--- src/fopc_pkg.sv ---
// Package of opcodes, register layout and timing constants for the flash command group.
package fopc_pkg;
   // Command opcodes.
   localparam logic [7:0] OP_QUAD_PROG    = 8'h38;
   localparam logic [7:0] OP_PAGE_PROG    = 8'h02;
   localparam logic [7:0] OP_WRITE_ENABLE_CMD         = 8'h06;
   localparam logic [7:0] OP_DEEP_SLEEP   = 8'hB9;
   localparam logic [7:0] OP_WAKE         = 8'hAB;
   localparam logic [7:0] OP_ENTER_OTP    = 8'hB1;
   localparam logic [7:0] OP_EXIT_OTP     = 8'hC1;
   localparam logic [7:0] OP_READ_SEC     = 8'h2B;
   localparam logic [7:0] OP_WRITE_SEC    = 8'h2F;
   localparam logic [7:0] OP_PROT_SELECT  = 8'h68;
   localparam logic [7:0] OP_CHIP_UNLOCK  = 8'h98;
   localparam logic [7:0] OP_RST_ENABLE   = 8'h66;
   localparam logic [7:0] OP_RESET        = 8'h99;
   // Security register field positions.
   localparam int SEC_PROT_SEL  = 7;
   localparam int SEC_ERASE_FL  = 6;
   localparam int SEC_PROG_FL   = 5;
   localparam int SEC_RSVD      = 4;
   localparam int SEC_ERASE_SUS = 3;
   localparam int SEC_PROG_SUS  = 2;
   localparam int SEC_OTP_LOCK  = 1;
   localparam int SEC_FACT_LOCK = 0;
   // Address and page geometry.
   localparam int ADDR_BITS     = 24;
   localparam int PAGE_BITS     = 8;
   localparam logic [ADDR_BITS-1:0] OTP_TOP = 24'h0001FF;
   // Timing: clock 25 MHz.
   localparam int CLK_MHZ              = 25;
   localparam int SLEEP_ENTRY_DELAY_NS = 3000;
   localparam int SLEEP_ENTRY_CYC      =
      (SLEEP_ENTRY_DELAY_NS * CLK_MHZ + 999) / 1000;
   localparam int PROG_CYCLE_TIME_US   = 10;
   localparam int PROG_CYCLE_CYC       = PROG_CYCLE_TIME_US * CLK_MHZ;
   // Phase encoding of the serial frame.
   typedef enum logic [4:0] {
      FP_OPCODE = 5'b00001,
      FP_ADDR   = 5'b00010,
      FP_DATA   = 5'b00100,
      FP_OUT    = 5'b01000,
      FP_IGNORE = 5'b10000
   } fopc_phase_t;
endpackage : fopc_pkg

--- src/fopc_sync.sv ---
// Two flip-flop synchroniser for the link pins.
`timescale 1ns/1ps
`default_nettype none
module fopc_sync #(
   parameter int W = 1
) (
   input  wire logic         i_clk,   // System clock.
   input  wire logic         i_reset, // Synchronous reset.
   input  wire logic [W-1:0] i_d,     // Asynchronous input.
   output logic      [W-1:0] o_q      // Synchronised output.
);
   logic [W-1:0] stage1;
   always_ff @(posedge i_clk) begin
      if (i_reset) begin
         stage1 <= '0;
         o_q    <= '0;
      end else begin
         stage1 <= i_d;
         o_q    <= stage1;
      end
   end
endmodule : fopc_sync
`default_nettype wire

--- src/fopc_core.sv ---
// Command interpreter for quad program, deep sleep, OTP area and security register.
`timescale 1ns/1ps
`default_nettype none
module fopc_core (
   input  wire logic       i_clk,           // System clock, 25 MHz.
   input  wire logic       i_reset,         // Synchronous reset, active high.
   input  wire logic       i_cs_n,          // Chip select pin, active low.
   input  wire logic       i_sclk,          // Serial clock pin.
   input  wire logic [3:0] i_sio,           // Four data lines in.
   output logic      [3:0] o_sio,           // Four data lines out.
   output logic      [3:0] o_sio_oe,        // Output enables per data line.
   input  wire logic       i_quad_mode,     // Four-line command mode active.
   input  wire logic       i_quad_enable,   // Quad-enable status bit.
   input  wire logic       i_range_protect, // Range protection covers the address.
   input  wire logic       i_factory_lock,  // Factory lock strap, sampled every clock outside reset.
   input  wire logic       i_prog_fail,     // Array program failure pulse.
   input  wire logic       i_erase_done,    // Erase finished pulse.
   input  wire logic       i_erase_fail,    // Erase failed or protected pulse.
   input  wire logic       i_erase_susp,    // Erase suspended pulse.
   input  wire logic       i_erase_resume,  // Erase resumed pulse.
   input  wire logic       i_prog_susp,     // Program suspended pulse.
   input  wire logic       i_prog_resume,   // Program resumed pulse.
   input  wire logic       i_block_unlock,  // Unlock command from block-lock logic.
   output logic            o_wel,           // Write-enable latch.
   output logic            o_wip,           // Write in progress.
   output logic            o_asleep,        // Deep sleep state.
   output logic            o_otp_sel,       // OTP area selected.
   output logic            o_blocks_locked, // All blocks locked in block mode.
   output logic [7:0]      o_sec_reg,       // Security register image.
   output logic            o_wr_en,         // Array byte write strobe.
   output logic [23:0]     o_wr_addr,       // Array byte write address.
   output logic [7:0]      o_wr_data        // Array byte write data.
);
   import fopc_pkg::*;

   logic [5:0]  sync_q;
   logic        cs_n_s, sclk_s, sclk_d, cs_d;
   logic [3:0]  sio_s;
   // Chip select crosses in its active sense, so a cleared synchroniser reads as deselected.
   fopc_sync #(.W(6)) u_sync (
      .i_clk   (i_clk),
      .i_reset (i_reset),
      .i_d     ({~i_cs_n, i_sclk, i_sio}),
      .o_q     (sync_q)
   );
   assign cs_n_s = ~sync_q[5];
   assign sclk_s = sync_q[4];
   assign sio_s  = sync_q[3:0];

   wire sclk_rise = ~cs_n_s & sclk_s & ~sclk_d;
   wire sclk_fall = ~cs_n_s & ~sclk_s & sclk_d;
   wire cs_rise   = cs_n_s & ~cs_d;

   fopc_phase_t phase;
   logic [7:0]  shreg;
   logic [5:0]  bitcnt;
   logic [7:0]  opcode;
   logic [23:0] addr;
   logic        quad_io;
   logic        byte_aligned;
   logic        data_seen;
   logic        rst_armed;
   logic [2:0]  out_idx;
   logic        prot_sel, otp_lock, fact_lock;
   logic        erase_fl, prog_fl, erase_sus, prog_sus;
   logic [15:0] prog_cnt;
   logic [7:0]  sleep_cnt;
   logic        sleep_pend;
   logic        prog_ok;

   wire [2:0] step     = quad_io ? 3'd4 : 3'd1;
   wire [7:0] next_sh  = quad_io ? {shreg[3:0], sio_s} : {shreg[6:0], sio_s[0]};
   wire [5:0] next_cnt = bitcnt + {3'd0, step};
   wire       byte_end = next_cnt[2:0] == 3'd0;

   wire op_allowed = ~o_asleep | (next_sh == OP_WAKE) | (next_sh == OP_RST_ENABLE)
                   | (next_sh == OP_RESET);
   wire quad_ok = o_wel & i_quad_enable & ~i_quad_mode & ~o_wip;
   wire region_prot = prot_sel ? o_blocks_locked : i_range_protect;
   wire otp_ok  = ~otp_lock & (addr <= OTP_TOP);
   wire frame_ok = byte_aligned & data_seen;

   // Register image with reserved bit at zero.
   wire [7:0] sec_img = {prot_sel, erase_fl, prog_fl, 1'b0,
                         erase_sus, prog_sus, otp_lock, fact_lock};

   always_ff @(posedge i_clk) begin
      if (i_reset) begin
         sclk_d <= 1'b0;
         cs_d   <= 1'b1;
      end else begin
         sclk_d <= sclk_s;
         cs_d   <= cs_n_s;
      end
   end

   // Frame decoder.
   always_ff @(posedge i_clk) begin
      if (i_reset || cs_n_s) begin
         phase        <= FP_OPCODE;
         bitcnt       <= '0;
         shreg        <= '0;
         quad_io      <= i_reset ? 1'b0 : i_quad_mode;
         byte_aligned <= 1'b1;
         data_seen    <= 1'b0;
         if (i_reset) begin
            opcode <= '0;
            addr   <= '0;
         end
      end else if (sclk_rise) begin
         bitcnt       <= next_cnt;
         shreg        <= next_sh;
         byte_aligned <= byte_end;
         case (phase)
            FP_OPCODE: begin
               if (byte_end) begin
                  bitcnt <= '0;
                  opcode <= op_allowed ? next_sh : 8'h00;
                  // Quad program switches lanes to four.
                  if (!op_allowed) begin
                     phase <= FP_IGNORE;
                  end else if (next_sh == OP_QUAD_PROG) begin
                     phase   <= quad_ok ? FP_ADDR : FP_IGNORE;
                     quad_io <= 1'b1;
                  end else if (next_sh == OP_PAGE_PROG) begin
                     phase <= (o_wel & ~o_wip) ? FP_ADDR : FP_IGNORE;
                  end else if (next_sh == OP_READ_SEC) begin
                     phase <= FP_OUT;
                  end else begin
                     phase <= FP_DATA;
                  end
               end
            end
            FP_ADDR: begin
               if (next_cnt == 6'd24) begin
                  bitcnt <= '0;
                  phase  <= FP_DATA;
                  addr   <= {addr[15:0], next_sh};
               end else if (byte_end) begin
                  addr <= {addr[15:0], next_sh};
               end
            end
            FP_DATA: begin
               if (byte_end) begin
                  data_seen <= 1'b1;
                  bitcnt    <= '0;
                  // Low address byte wraps inside the page.
                  addr[PAGE_BITS-1:0] <= addr[PAGE_BITS-1:0] + 8'h01;
               end
            end
            FP_OUT: begin
            end
            FP_IGNORE: begin
            end
            default: phase <= FP_IGNORE;
         endcase
      end
   end

   // Array write strobes during program data.
   always_ff @(posedge i_clk) begin
      if (i_reset) begin
         o_wr_en   <= 1'b0;
         o_wr_addr <= '0;
         o_wr_data <= '0;
      end else begin
         o_wr_en <= 1'b0;
         if (sclk_rise && phase == FP_DATA && byte_end && !region_prot
             && (opcode == OP_QUAD_PROG || opcode == OP_PAGE_PROG)
             && (!o_otp_sel || otp_ok)) begin
            // Same write path as single-line program.
            o_wr_en   <= 1'b1;
            o_wr_addr <= addr;
            o_wr_data <= next_sh;
         end
      end
   end

   // Security byte shifted out, repeating each byte.
   always_ff @(posedge i_clk) begin
      if (i_reset || cs_n_s) begin
         o_sio    <= '0;
         o_sio_oe <= '0;
         out_idx  <= 3'd7;
      end else if (sclk_fall && phase == FP_OUT) begin
         if (quad_io) begin
            o_sio    <= out_idx[2] ? sec_img[7:4] : sec_img[3:0];
            o_sio_oe <= 4'hF;
            out_idx  <= out_idx - 3'd4;
         end else begin
            o_sio    <= {2'b00, sec_img[out_idx], 1'b0};
            o_sio_oe <= 4'b0010;
            out_idx  <= out_idx - 3'd1;
         end
      end
   end

   // Command completion at chip select rise.
   always_ff @(posedge i_clk) begin
      if (i_reset) begin
         o_wel          <= 1'b0;
         o_wip          <= 1'b0;
         o_asleep       <= 1'b0;
         o_otp_sel      <= 1'b0;
         prot_sel       <= 1'b0;
         otp_lock       <= 1'b0;
         prog_cnt       <= '0;
         sleep_cnt      <= '0;
         sleep_pend     <= 1'b0;
         rst_armed      <= 1'b0;
         prog_ok        <= 1'b0;
      end else begin
         if (sleep_pend) begin
            if (sleep_cnt == 8'(SLEEP_ENTRY_CYC - 1)) begin
               o_asleep   <= 1'b1;
               sleep_pend <= 1'b0;
            end
            sleep_cnt <= sleep_cnt + 8'h01;
         end
         if (o_wip) begin
            if (prog_cnt == 16'(PROG_CYCLE_CYC - 1)) begin
               o_wip <= 1'b0;
               o_wel <= 1'b0;
            end
            prog_cnt <= prog_cnt + 16'h0001;
         end
         if (cs_rise && phase == FP_DATA) begin
            rst_armed <= 1'b0;
            case (opcode)
               OP_WRITE_ENABLE_CMD:        if (byte_aligned && bitcnt == 0 && !data_seen) o_wel <= 1'b1;
               OP_DEEP_SLEEP:  if (!data_seen && bitcnt == 0) begin
                  sleep_pend <= 1'b1;
                  sleep_cnt  <= '0;
               end
               OP_WAKE:        if (!data_seen && bitcnt == 0) o_asleep <= 1'b0;
               // OTP area select on exact edge.
               OP_ENTER_OTP:   if (!data_seen && bitcnt == 0) o_otp_sel <= 1'b1;
               OP_EXIT_OTP:    if (!data_seen && bitcnt == 0) o_otp_sel <= 1'b0;
               OP_RST_ENABLE:  rst_armed <= !data_seen && bitcnt == 0;
               OP_RESET:       if (rst_armed && !data_seen && bitcnt == 0) begin
                  o_asleep   <= 1'b0;
                  sleep_pend <= 1'b0;
                  o_otp_sel  <= 1'b0;
                  o_wel      <= 1'b0;
               end
               // Lock bit only, aligned, outside OTP.
               OP_WRITE_SEC:   if (o_wel && !o_wip && byte_aligned && !o_otp_sel) begin
                  otp_lock <= 1'b1;
                  o_wel    <= 1'b0;
               end
               OP_PROT_SELECT: if (o_wel && !o_wip && byte_aligned && !data_seen) begin
                  prot_sel <= 1'b1;
                  o_wel    <= 1'b0;
               end
               OP_PAGE_PROG, OP_QUAD_PROG: if (frame_ok) begin
                  // Cycle starts at chip select rise.
                  o_wip    <= 1'b1;
                  prog_cnt <= '0;
                  prog_ok  <= !region_prot && (!o_otp_sel || otp_ok);
               end
               default: ;
            endcase
         end
      end
   end

   // Volatile flags and strap capture.
   always_ff @(posedge i_clk) begin
      if (i_reset) begin
         erase_fl        <= 1'b0;
         prog_fl         <= 1'b0;
         erase_sus       <= 1'b0;
         prog_sus        <= 1'b0;
         fact_lock       <= 1'b0;
         o_blocks_locked <= 1'b1;
         o_sec_reg       <= '0;
      end else begin
         fact_lock <= i_factory_lock;
         o_sec_reg <= sec_img;
         if (i_block_unlock) o_blocks_locked <= 1'b0;
         // Program fail by result of last program.
         if (o_wip && prog_cnt == 16'(PROG_CYCLE_CYC - 1)) prog_fl <= ~prog_ok;
         if (i_prog_fail) prog_fl <= 1'b1;
         if (i_erase_done) erase_fl <= i_erase_fail;
         if (i_erase_resume) erase_sus <= 1'b0;
         if (i_erase_susp) erase_sus <= 1'b1;
         if (i_prog_resume) prog_sus <= 1'b0;
         if (i_prog_susp) prog_sus <= 1'b1;
      end
   end
endmodule : fopc_core
`default_nettype wire

--- config.mk ---
export PLATFORM = sky130hd
export DESIGN_NAME = fopc_core
export DESIGN_NICKNAME = d
export VERILOG_FILES = /design/src/fopc_pkg.sv /design/src/fopc_sync.sv /design/src/fopc_core.sv
export SDC_FILE = /design/constraint.sdc
export NUM_CORES = 1
export LEC_CHECK = 0
export ABC_AREA = 1
export BUFFER_PORTS_ARGS = -buffer_cell sky130_fd_sc_hd__buf_2
export CAP_MARGIN = 40
export CORE_ASPECT_RATIO = 0.5
export CORE_MARGIN = 2
export CORE_UTILIZATION = 40
export DETAILED_ROUTE_END_ITERATION = 10
export PLACE_DENSITY_LB_ADDON = 0.2
export REMOVE_ABC_BUFFERS = 1
export SLEW_MARGIN = 40
export SYNTH_ARGS = -nofsm -noshare
export SYNTH_HDL_FRONTEND = slang
export SYNTH_HIERARCHICAL = 1
export SYNTH_SLANG_ARGS = --single-unit
--- constraint.sdc ---
create_clock -name i_clk -period 4.7 [get_ports i_clk]
set_clock_uncertainty 0.2 [all_clocks]
set_input_delay 0.705 -clock i_clk [delete_from_list [all_inputs] [get_ports i_clk]]
set_output_delay 0.705 -clock i_clk [all_outputs]
set_load 0.05 [all_outputs]
* After elaboration in Yosys (flattened, before gate mapping)
Cells that the tools add are included.
W data, S select, Z words.
** Cells by class
- Equal/unequal tests :: 33
- Reductions and logical operators :: 52
- Magnitude comparators :: 2
- Bitwise operators :: 25
- Multiplexer cells :: 87
- $add $sub $neg :: 6
** Operators with widths (number)
- $mux W24 :: 5
- $mux W8 :: 12
- $mux W16 :: 5
- $eq A8 B8 Y1 const B :: 7
- $mux W1 :: 42
- $mux W5 :: 7
- $eq A8 B6 Y1 const B :: 4
- $eq A8 B7 Y1 const B :: 4
- $le A24 B9 Y1 const B :: 1
- $logic_and A1 B1 Y1 :: 18
- $reduce_bool A2 Y1 :: 9
- $add A16 B1 Y16 const B :: 1
- $add A8 B1 Y8 const B :: 2
- $eq A16 B8 Y1 const B :: 1
- $eq A8 B2 Y1 const B :: 2
- $mux W4 :: 4
- $pmux W8 S2 :: 1
- $pmux W5 S3 :: 1
- $reduce_and A5 Y1 :: 3
- $mux W6 :: 2
- $ne A2 B2 Y1 const B :: 6
- $pmux W6 S2 :: 1
- $reduce_and A3 Y1 :: 4
- $reduce_and A4 Y1 :: 3
- 28 further kinds :: 60
** Word-level totals
- Word-level logic and storage cells :: 243
- Register bits :: 158

* Logic depth before layout (Yosys ltp)
Gate-level depths: netlist of the first run.
- Depth in word-level cells :: 10
- Mapped depth :: 16

* Modules after synthesis
Netlist of the first run, hierarchy kept.
** By module, submodules not included
- fopc_core :: area each 6810.3 um^2, times used 1, cells an instance 914
- fopc_sync :: area each 341.6 um^2, times used 1, cells an instance 37

* Worst setup path after synthesis of the first run
OpenSTA, ideal clock, no wires.
- Path type :: reg2reg
- Start :: reg quad_io
- End :: reg addr[10] (enable)
- Path slack :: 1.493 ns
- Required time :: 4.089 ns
- Arrival :: 2.596 ns
- Stages on the path, launching flop included :: 10
- Cell sequence :: edfxtp_1 -> inv_1 -> buf_4 -> ha_1 -> ha_1 -> nor2_1 -> o21ai_2 -> nor2_1 -> inv_1 -> o21ai_0
** Between the ends
- Longest elaborated chain between the ends :: 5
- Elaborated cells on any way between the ends :: 6
- Those cells by class :: 1 x add/sub; 1 x eq/ne; 1 x mux; 3 x reduce/logical
** RTL lines
- start: declaration :: line fopc_core.sv:59 : logic quad_io;
- start signal: assignment :: line fopc_core.sv:103 : quad_io <= i_reset ? 1'b0 : i_quad_mode;
- $mux W3 (*) :: line fopc_core.sv:71 : wire [2:0] step = quad_io ? 3'd4 : 3'd1;
- $add A6 B3 Y6 (*) :: line fopc_core.sv:73 : wire [5:0] next_cnt = bitcnt + {3'd0, step};
- $eq A6 B5 Y1 / $logic_not A3 Y1 (equally long branches) :: line fopc_core.sv:135, fopc_core.sv:74
- $reduce_bool A3 Y1 (no line) (*)
- $reduce_and A4 Y1 (no line) (*)
- end signal: assignment :: line fopc_core.sv:138 : addr <= {addr[15:0], next_sh};
- end signal: assignment :: line fopc_core.sv:140 : addr <= {addr[15:0], next_sh};
- end signal: indexed assignment :: line fopc_core.sv:148 : addr[PAGE_BITS-1:0] <= addr[PAGE_BITS-1:0] + 8'h01;
- end: declaration :: line fopc_core.sv:58 : logic [23:0] addr;
Mark *: on every way between the ends. The rest lies on a longest branch, timed or not.
A chain may end at the register's enable or synchronous reset.

* Worst setup path in the final report of the first run
- Start :: reg quad_io
- End :: reg o_wr_data[1]
** Between the ends
- Longest elaborated chain between the ends :: 7
- Elaborated cells on any way between the ends :: 8
- Those cells by class :: 1 x add/sub; 2 x mux; 5 x reduce/logical
** RTL lines
- $mux W3 :: line fopc_core.sv:71
- $add A6 B3 Y6 :: line fopc_core.sv:73
- $logic_not A3 Y1 :: line fopc_core.sv:74 : wire byte_end = next_cnt[2:0] == 3'd0;
- $logic_and A1 B1 Y1 (2 in series) :: line fopc_core.sv:168 : if (sclk_rise && phase == FP_DATA && byte_end && !region_prot
- $logic_and A1 B1 Y1 :: line fopc_core.sv:169 : && (opcode == OP_QUAD_PROG || opcode == OP_PAGE_PROG)
- $logic_and A1 B1 Y1 :: line fopc_core.sv:170 : && (!o_otp_sel || otp_ok)) begin
- end signal: assignment :: line fopc_core.sv:174 : o_wr_data <= next_sh;
- end: declaration :: line fopc_core.sv:32 : output logic [7:0] o_wr_data
Parallel ways exist; a longest one is shown, timed or not.

==> results of run 1 <==
[worst reg2reg max path: cells and delay by family, from the launching register on]
kind	cells	cell delay (ns)
and+or+nand+nor	7	0.99
DFF	1	0.76
buffers and inverters	3	0.65
adders and majority gates	2	0.49
AOI/OAI and AO/OA	1	0.27
[cell families after synthesis]
| group | after synthesis |
|---|---|
| and+or+nand+nor | 487 |
| buffers and inverters | 170 |
| DFF | 155 |
| AOI/OAI and AO/OA | 109 |
| xor gates and xnor gates | 20 |
| adders and majority gates | 9 |
| other | 1 |
[layout by cell type (no fill, tap or decap), types with 3 or more instances in the layout]
master,n
buf_4,4
nor3_2,3
inv_4,3
edfxtp_1,33
dfxtp_1,122
xnor2_1,6
o21ai_0,38
nor4_1,6
ha_1,9
a31oi_1,3
nand3_1,40
clkbuf_16,19
nor2_1,191
nand2_1,190
xor2_1,14
buf_2,73
inv_1,136
a21oi_1,41
a211oi_1,3
o21ai_1,7
nor3_1,15
inv_2,3
o31ai_1,4
nand4_1,24
clkinv_4,4
[report_power, final]
group | internal, mW | switching (mW)
Combinational | 0.0298 | 0.0846
Clock | 0.852 | 0.565
Sequential | 1.38 | 0.0194
[worst max path at each step]
stage / start / endpoint / slack [ns] / cells past startpoint
floorplan: quad_io$_SDFFCE_PP1P_ / addr[10]$_SDFFCE_PN0P_ / 1.15 / 8
global placement: quad_io$_SDFFCE_PP1P_ / o_wr_data[2]$_SDFFE_PP0P_ / 1.35 / 13
finish: quad_io$_SDFFCE_PP1P_ / o_wr_data[1]$_SDFFE_PP0P_ / 1.25 / 13
global route: quad_io$_SDFFCE_PP1P_ / o_wr_data[5]$_SDFFE_PP0P_ / 0.90 / 13
detailed placement: quad_io$_SDFFCE_PP1P_ / o_wr_data[1]$_SDFFE_PP0P_ / 1.25 / 13
CTS: quad_io$_SDFFCE_PP1P_ / o_wr_data[1]$_SDFFE_PP0P_ / 1.24 / 13
[metal layers]
layer,part of all wire [%],global-route usage (%),vias up
met3,5.7,4.202,13
met4,0.97,4.953,0
li1,-,-,3150
met1,50,25.76,2692
met5,0,0,-
met2,43,27.97,151
[layout make-up]
type | count | share of cell area [%]
inverter | 141 | 6.402
clock buffer | 21 | 5.842
multi-input combinational | 626 | 36.33
tap | 234 | 3.542
sequential | 155 | 41.53
clock inverter | 11 | 1.574
timing repair buffer | 77 | 4.783
[stage by stage]
stage | cells | total power, mW | utilization [%] | hold WS, ns
final | 1265 | 2.931 | 47.40 | 0.2043
after global routing | 1265 | 3.043 | 47.40 | 0.2303
after CTS | 1264 | 2.965 | 47.37 | 0.2010
after detailed placement | 1232 | 1.543 | 43.85 | 0.1962
after global placement | 1232 | 1.541 | 43.85 | 0.1901
after floorplan | 922 | 1.496 | - | 0.1883
==> qor.yml, run 1 <==
outcome:
  outcome: "finished, final reports clean"
min_path:
  hold_depth: 2
  hp-start: "u_sync/stage1[0]$_SDFF_PP0_"
  min_to: "u_sync/o_q[0]$_SDFF_PP0_"
  hold_class: "reg -> reg"
logic_synthesis:
  yosysTopAreaCellShare_pct: 34.15
  synth_seq_cells: 155
  yosysMostFrequentCell: "nor2_1"
  synthSimpleGateAreaFrac_pct: 29.25
  synth_area_leaders: "dfxtp_1 (34%), edfxtp_1 (14%), nor2_1 (10%), nand2_1 (10%), inv_1 (7.1%)"
  ys_async_sr_fraction_pct: 0
  post_synth_num_cell_types: 48
  syn-mean-instance-area_um2: 7.520
  syn_area_um2: 7152
  syn_inst: 951
  synthFlopType: "dfxtp_1"
  synth_edf_count: 33
  seq_area_frac_synth_pct: 48.01
  synth_xor_area_share_pct: 2.449
  ys_warn_count: 6
  yosys.area.top_type: "dfxtp_1"
  synthAdderAreaFrac_pct: 1.575
  synthMuxAreaShare_pct: 0
  synth_compound_area_share_pct: 8.660
  synth_common_cells: "nor2_1 (191), nand2_1 (190), inv_1 (136)"
  synth_top_family_by_area: "simple AND/OR/NAND/NOR gates"
setup_path:
  r2r_setup_slack_ns: 1.25
  path_cells: "inv_1, ha_1, ha_1, nand2_1, inv_1, o21ai_2, nor2_1, nand2_2, nor2_8, nand2_4, inv_1, nor2_1, nor2_1"
  critPathKind: "reg -> reg"
  r2r_cells: 13
  crit_fanout: 52
  max_stage_delay_ns: 0.76
  crit_family: "simple AND/OR/NAND/NOR gates"
  required_ns: 4.82
  startpoint_type: "flop"
  r2r_start: "quad_io$_SDFFCE_PP1P_"
  cp_slowest_cell: "edfxtp_1"
  r2r_end: "o_wr_data[1]$_SDFFE_PP0P_"
  critPathArrivalTime_ns: 3.57
  crit_path_end_kind: "flop"
  path_buf_inv: 3
clock_network:
  postCtsSetupRepairBufs: 0
  cts_tree: "yes"
  cts_root_buffer: "clkbuf_16"
  cts_buffer_depth: 2
  numCtsBuffers: 17
  clock_latency_ns: 0.42
  clkTransAtPathRegs_ns: 0.07
  hold_buffers: 0
  htreeDepth: 4
  cts.sinks: 155
  cts_resized: 0
sta:
  fin_crit_ns: 3.449
  slew_headroom_pct: 48.68
  period_share_pct: 73.37
  slew_viol_final: 0
  fin_tns_setup_ns: 0
  worst_pin_slew_ns: 0.7617
  clock.fmax_mhz: 290.0
  fin_ws_ns: 1.251
  grt_setup_unrepaired: "false"
  setup_viol: 0
  hold_violations: 0
route:
  wire_per_inst_um: 12.93
  remaining_drc_errors: 0
  vias: 6006
  via_per_inst: 4.748
  firstDrtPassIters: 6
  dr.first_iter.drc_count: 403
  routed_wl_um: 16350
  drt.antenna.violating_nets: 0
placement:
  port_buffers: 72
  dp_hpwl_um: 11570
  place_ws_ns: 1.253
  globalplace.congestion: 0.8967
  place_area_um2: 7649
cells_and_area:
  diodes: 0
  largest_registers: "addr: 24 flops, o_wr_addr: 24 flops, prog_cnt: 16 flops"
  layout.nets: 1047
  post-route-cell-area_um2: 8267
  nFillCells: 1786
  multi_input_area_um2: 3003
  layout-drive-gt1-share_pct: 12.42
  regArea_um2: 3433
  syn_to_final_growth_pct: 15.59
pwr:
  leakagePower_nw: 3.742
  peakVddDrop_mv: 0.2595
  power_density_nw_per_um2: 354.6
global_routing:
  grt_pass1_vias: 5652
  grt_overflow: 0
  antenna_found_initial: 0
  grt_pass1_wl_um: 27500
  grt_usage_pct: 18.22
  grt_start_max_net_pins: 53
job:
  cap_violations: 0
floorplanning:
  core-area_um2: 17440
  rows: 34
  die_w_um: 193.1
  die_h_um: 98.55
  initial_core_util_pct: 41.00
  die-area_um2: 19030
  ios: 74
Power figures use the tool's default switching activity.
==> inputs of run 2 (changes only) <==
--- a/config.mk
+++ b/config.mk
@@ -5,7 +5,7 @@
 export SDC_FILE = /design/constraint.sdc
 export NUM_CORES = 1
 export LEC_CHECK = 0
-export ABC_AREA = 1
+export ABC_AREA = 0
 export BUFFER_PORTS_ARGS = -buffer_cell sky130_fd_sc_hd__buf_2
 export CAP_MARGIN = 40
 export CORE_ASPECT_RATIO = 0.5
==> constraint.sdc (replaced) <==
create_clock -name i_clk -period 3.1 [get_ports i_clk]
set_clock_uncertainty 0.2 [all_clocks]
set_input_delay 0.465 -clock i_clk [delete_from_list [all_inputs] [get_ports i_clk]]
set_output_delay 0.465 -clock i_clk [all_outputs]
set_load 0.05 [all_outputs]
==> run 2 against run 1 <==
Routed wire length fell by 3.0%. Critical path depth fell by 7. Clock-buffer cell count did not move. Combinational power rose by 39%. Fmax rose by 22%. Critical path type unchanged. Highest routed layer unchanged.
==> qor.yml, run 2 <==
logic_synthesis:
  yosysTopAreaCellShare_pct: 35.40
  post_synth_num_cell_types: 70
  seq_area_frac_synth_pct: 49.76
  yosys.area.top_type: "dfxtp_1"
  synth_edf_count: 33
  ys_async_sr_fraction_pct: 0
  syn-mean-instance-area_um2: 9.438
  synth_common_cells: "dfxtp_1 (122), nor2_1 (88), nand2_1 (87)"
  synth_area_leaders: "dfxtp_1 (35%), edfxtp_1 (14%), nor2_1 (4.8%), nand2_1 (4.7%), a21oi_1 (3.3%)"
  ys_warn_count: 6
  synth_seq_cells: 155
  syn_inst: 731
  yosysMostFrequentCell: "dfxtp_1"
  syn_area_um2: 6899
  synthFlopType: "dfxtp_1"
route:
  dr_wl_met3_um: 702
  wl_met2_um: 6838
  drt.antenna.violating_nets: 0
  firstDrtPassIters: 4
  routed.top_layer: "met4"
  remaining_drc_errors: 0
  wire_per_inst_um: 15.29
  vias: 5238
  via_per_inst: 5.051
  dr.first_iter.drc_count: 383
  routed_wl_um: 15860
  wl_met1_um: 8189
placement:
  port_buffers: 72
  globalplace.congestion: 0.9385
  place_ws_ns: 0.2544
  dp_hpwl_um: 11160
  placed_cells: 1005
cells_and_area:
  nFillCells: 1573
  largest_registers: "addr: 24 flops, o_wr_addr: 24 flops, prog_cnt: 16 flops"
  layout.nets: 826
  fin_cells: 1037
  layout_commonest_cell: "dfxtp_1"
  final_cell_mix: "dfxtp_1 (122), nor2_1 (88), nand2_1 (87)"
  multi_input_area_um2: 3181
  syn_to_final_growth_pct: 16.36
  layout-drive-gt1-share_pct: 20.25
  regArea_um2: 3433
  finish.utilization_pct: 48.24
  diodes: 0
pwr:
  leakagePower_nw: 3.037
  power_mw: 4.356
  power_density_nw_per_um2: 542.7
  peakVddDrop_mv: 0.4090
sta:
  clock.fmax_mhz: 353.4
  fin_crit_ns: 2.829
  fin_ws_ns: 0.2707
  grt_setup_unrepaired: "false"
  hold_violations: 0
  period_share_pct: 91.27
  worst_pin_slew_ns: 0.7471
  slew_headroom_pct: 50.20
  slew_viol_final: 0
  setup_viol: 0
  fin_tns_setup_ns: 0
min_path:
  hp-start: "i_sio[3]"
  hold_depth: 2
  hold_class: "in -> reg"
  min_to: "u_sync/stage1[3]$_SDFF_PP0_"
setup_path:
  critPathKind: "reg -> reg"
  r2r_end: "o_wr_data[4]$_SDFFE_PP0P_"
  crit_family: "simple AND/OR/NAND/NOR gates"
  cp_slowest_cell: "and4_4"
  path_cells: "nor4_1, nand4_1, a221oi_1, and4_4, nor2_1, a211oi_1"
  r2r_cells: 6
  max_stage_delay_ns: 0.64
  r2r_start: "addr[19]$_SDFFCE_PN0P_"
  path_buf_inv: 0
  crit_path_end_kind: "flop"
  startpoint_type: "flop"
  required_ns: 3.23
  r2r_setup_slack_ns: 0.27
  critPathArrivalTime_ns: 2.96
  crit_fanout: 39
floorplanning:
  rows: 33
  ios: 74
  initial_core_util_pct: 41.46
  die_w_um: 189.7
  die_h_um: 96.87
  die-area_um2: 18380
  core-area_um2: 16640
clock_network:
  cts_resized: 0
  hold_buffers: 0
  cts_tree: "yes"
  clock_latency_ns: 0.42
  numCtsBuffers: 17
  cts_root_buffer: "clkbuf_16"
  cts_buffer_depth: 2
  htreeDepth: 4
  clkTransAtPathRegs_ns: 0.06
  postCtsSetupRepairBufs: 0
  cts.sinks: 155
global_routing:
  grt_pass1_vias: 4858
  grt_overflow: 0
  grt_usage_pct: 17.77
  grt_start_max_net_pins: 57
  grt_pass1_wl_um: 25970
  antenna_found_initial: 0
job:
  cap_violations: 0
outcome:
  outcome: "finished, final reports clean"
## run 2: cell count changes in the layout (fill, tap and decap cells not counted), moves of 10 or more
cell and change:
a211oi_1 +21, a21oi_2 +10, and2_1 +16, and3_1 +11, buf_4 +10, inv_1 -121, mux2i_1 +10, nand2_1 -103
nand3_1 -24, nand4_1 -11, nor2_1 -103, nor2b_1 +18, o21ai_0 -33
## run 2: worst register-to-register path, cell delays in order, from the launching register on
cell      delay (ns)
edfxtp_1        0.40
nor4_1          0.40
nand4_1         0.21
a221oi_1        0.57
and4_4          0.64
nor2_1          0.11
a211oi_1        0.21
## run 2: cells by family (layout without fill, tap and decap cells)
family | Yosys count | in the layout | synth area share [%]
AOI/OAI and AO/OA | 118 | 118 | 11.50
buffers and inverters | 55 | 134 | 4.135
xor gates and xnor gates | 33 | 33 | 4.189
DFF | 155 | 155 | 49.76
other | 1 | 1 | 0.05435
muxes | 14 | 14 | 2.267
and+or+nand+nor | 346 | 346 | 26.46
adders and majority gates | 9 | 9 | 1.632
## run 2: metrics by stage
stage,cell area [um2],hold WS [ns]
2_1_floorplan,6670,0.2148
3_3_place_gp,7440,0.2267
3_5_place_dp,7440,0.2265
4_1_cts,8028,0.04201
5_1_grt,8028,0.04718
6_report,8028,0.05256
## run 2: cell type report
| cell class | instances | area share (%) |
|---|---|---|
| clock inverters | 11 | 1.309 |
| inverters | 15 | 0.7014 |
| well taps | 227 | 3.538 |
| clock buffers | 21 | 6.016 |
| flip-flops and latches | 155 | 42.77 |
| repair buffers | 87 | 6.047 |
| multi-input cells | 521 | 39.62 |
## run 2: metal layers
| metal | track usage [%] | vias up |
|---|---|---|
| met5 | 0 | - |
| met4 | 5.367 | 0 |
| met3 | 3.919 | 8 |
| met2 | 25.61 | 89 |
| met1 | 26.31 | 2450 |
| li1 | - | 2691 |
## run 2: report_power, final
part | switching, mW | leakage, nW | internal, mW
sequential | 0.0327 | 1.33 | 2.09
combinational | 0.0988 | 1.42 | 0.0593
clock | 0.863 | 0.289 | 1.21
## run 2: how the worst max path moves through the flow
stage,start,to,slack [ns],depth (start not counted)
after floorplan,quad_io$_SDFFCE_PP1P_,addr[0]$_SDFFCE_PN0P_,-0.39,7
final,addr[19]$_SDFFCE_PN0P_,o_wr_data[4]$_SDFFE_PP0P_,0.27,6
after global routing,addr[19]$_SDFFCE_PN0P_,o_wr_data[5]$_SDFFE_PP0P_,0.04,6
after global placement,addr[19]$_SDFFCE_PN0P_,o_wr_data[1]$_SDFFE_PP0P_,0.29,6
after CTS,addr[19]$_SDFFCE_PN0P_,o_wr_data[2]$_SDFFE_PP0P_,0.25,6
after detailed placement,addr[19]$_SDFFCE_PN0P_,o_wr_data[4]$_SDFFE_PP0P_,0.25,6
==> inputs of run 3 (changes only) <==
--- a/config.mk
+++ b/config.mk
@@ -5,7 +5,7 @@
 export SDC_FILE = /design/constraint.sdc
 export NUM_CORES = 1
 export LEC_CHECK = 0
-export ABC_AREA = 0
+export ABC_AREA = 1
 export BUFFER_PORTS_ARGS = -buffer_cell sky130_fd_sc_hd__buf_2
 export CAP_MARGIN = 40
 export CORE_ASPECT_RATIO = 0.5
==> run 3 against run 2 <==
Critical endpoint unchanged. Combinational power increased by 21%. Routed wire length grew 7.3%. Sequential power barely moved. Sequential share of layout area is 1.6 points lower. Critical path depth up 7. Clock power barely moved. Design area increased by 3.8%. Die area is 3.5% higher. Non-clock buffer count increased by 1. Global-route usage up 1.2 points. Largest cell class unchanged. Cell count is 23% higher. Utilization fell by 0.48 points.
==> qor.yml, run 3 (synthesis results as in run 1) <==
outcome:
  outcome: "finished, final reports clean"
sta:
  grt_setup_unrepaired: "false"
  slew_headroom_pct: 48.40
  worst_pin_slew_ns: 0.7706
  hold_violations: 0
  fin_crit_ns: 2.739
  slew_viol_final: 0
  holdWs_ns: 0.02727
  clock.fmax_mhz: 365.1
  setup_viol: 0
  period_share_pct: 88.34
pwr:
  leakagePower_nw: 3.786
  power_density_nw_per_um2: 528.9
  peakVddDrop_mv: 0.4053
floorplanning:
  die_w_um: 193.1
  core-area_um2: 17440
  ios: 74
  rows: 34
  die_h_um: 98.55
  die-area_um2: 19030
  initial_core_util_pct: 41.00
clock_network:
  numCtsBuffers: 17
  cts.sinks: 155
  cts_tree: "yes"
  cts_root_buffer: "clkbuf_16"
  htreeDepth: 4
  cts_resized: 0
  cts_buffer_depth: 2
  clock_latency_ns: 0.43
  clkTransAtPathRegs_ns: 0.07
setup_path:
  crit_path_end_kind: "flop"
  r2r_setup_slack_ns: 0.36
  critPathArrivalTime_ns: 2.87
  r2r_end: "o_wr_data[4]$_SDFFE_PP0P_"
  required_ns: 3.23
  critPathKind: "reg -> reg"
  r2r_start: "quad_io$_SDFFCE_PP1P_"
  r2r_cells: 13
  startpoint: "quad_io$_SDFFCE_PP1P_"
  critPathCapture: "o_wr_data[4]$_SDFFE_PP0P_"
  crit_fanout: 52
  startpoint_type: "flop"
cells_and_area:
  final_cell_mix: "nor2_1 (191), nand2_1 (190), inv_1 (136)"
  finish.utilization_pct: 47.76
  post-route-cell-area_um2: 8330
  syn_to_final_growth_pct: 16.48
  layout-drive-gt1-share_pct: 13.05
  multi_input_area_um2: 3003
  largest_registers: "addr: 24 flops, o_wr_addr: 24 flops, prog_cnt: 16 flops"
  diodes: 0
  nFillCells: 1761
  layout.nets: 1058
  layout_commonest_cell: "nor2_1"
  regArea_um2: 3433
min_path:
  hold_class: "in -> reg"
global_routing:
  grt_start_max_net_pins: 53
  grt_pass1_vias: 5798
  grt_pass1_wl_um: 28200
  antenna_found_initial: 0
  grt_usage_pct: 19.00
  grt_overflow: 0
route:
  routed_wl_um: 17010
  remaining_drc_errors: 0
  via_per_inst: 4.753
  vias: 6065
  wire_per_inst_um: 13.33
  dr.first_iter.drc_count: 438
  firstDrtPassIters: 5
  drt.antenna.violating_nets: 0
job:
  cap_violations: 0
placement:
  globalplace.congestion: 0.8916
  port_buffers: 72
  dp_hpwl_um: 12030
  place_area_um2: 7724
## run 3: what timing repair did
action	CTS	global route
buffers inserted	0	0
hold buffers	2	0
endpoints found under the hold margin	2	0
## run 3: report_power, final
part	total, mW	internal, mW	switching (mW)
logic	0.191	0.0540	0.137
clock network	2.10	1.21	0.886
registers	2.12	2.09	0.0244
## run 3: cell type report
type	instances	share of cell area [%]
clock buffer	21	5.798
clock inverter	11	1.247
inverter	141	6.353
multi-input combinational	626	36.05
sequential	155	41.21
tap	234	3.515
timing repair buffer	88	5.828
## run 3: stage by stage
stage	worst slack, ns	power (mW)	std cells	TNS (ns)
floorplan	-0.4530	2.269	922	-7.248
global placement	0.4922	2.349	1242	0
detailed placement	0.3698	2.351	1242	0
CTS	0.3608	4.448	1276	0
global route	0.1444	4.560	1276	0
finish	0.3614	4.406	1276	0
## run 3: layer usage
layer / track usage (%) / share of wire [%] / vias to the layer above
li1: - / - / 3177
met1: 25.64 / 50 / 2753
met2: 30.27 / 44 / 126
met3: 4.594 / 5.0 / 9
met4: 5.711 / 0.93 / 0
met5: 0 / 0 / -
## run 3: critical path, stage by stage, from the launching register on
cell and delay, ns:
edfxtp_1 0.39, inv_1 0.08, ha_1 0.20, ha_1 0.21, nand2_1 0.07, inv_1 0.06, o21ai_2 0.27, nor2_1 0.09
nand2_2 0.15, nor2_8 0.07, nand2_4 0.41, inv_1 0.23, nor2_1 0.15, nor2_1 0.05
## run 3: worst min-delay path by stage
stage,startpoint,to,cells after the start
after floorplan,u_sync/stage1[0]$_SDFF_PP0_,u_sync/o_q[0]$_SDFF_PP0_,2
after global placement,u_sync/stage1[5]$_SDFF_PP0_,u_sync/o_q[5]$_SDFF_PP0_,2
after detailed placement,u_sync/stage1[4]$_SDFF_PP0_,u_sync/o_q[4]$_SDFF_PP0_,2
after CTS,i_block_unlock,o_blocks_locked$_SDFFE_PP1P_,2
after global routing,i_block_unlock,o_blocks_locked$_SDFFE_PP1P_,2
final,i_block_unlock,o_blocks_locked$_SDFFE_PP1P_,2
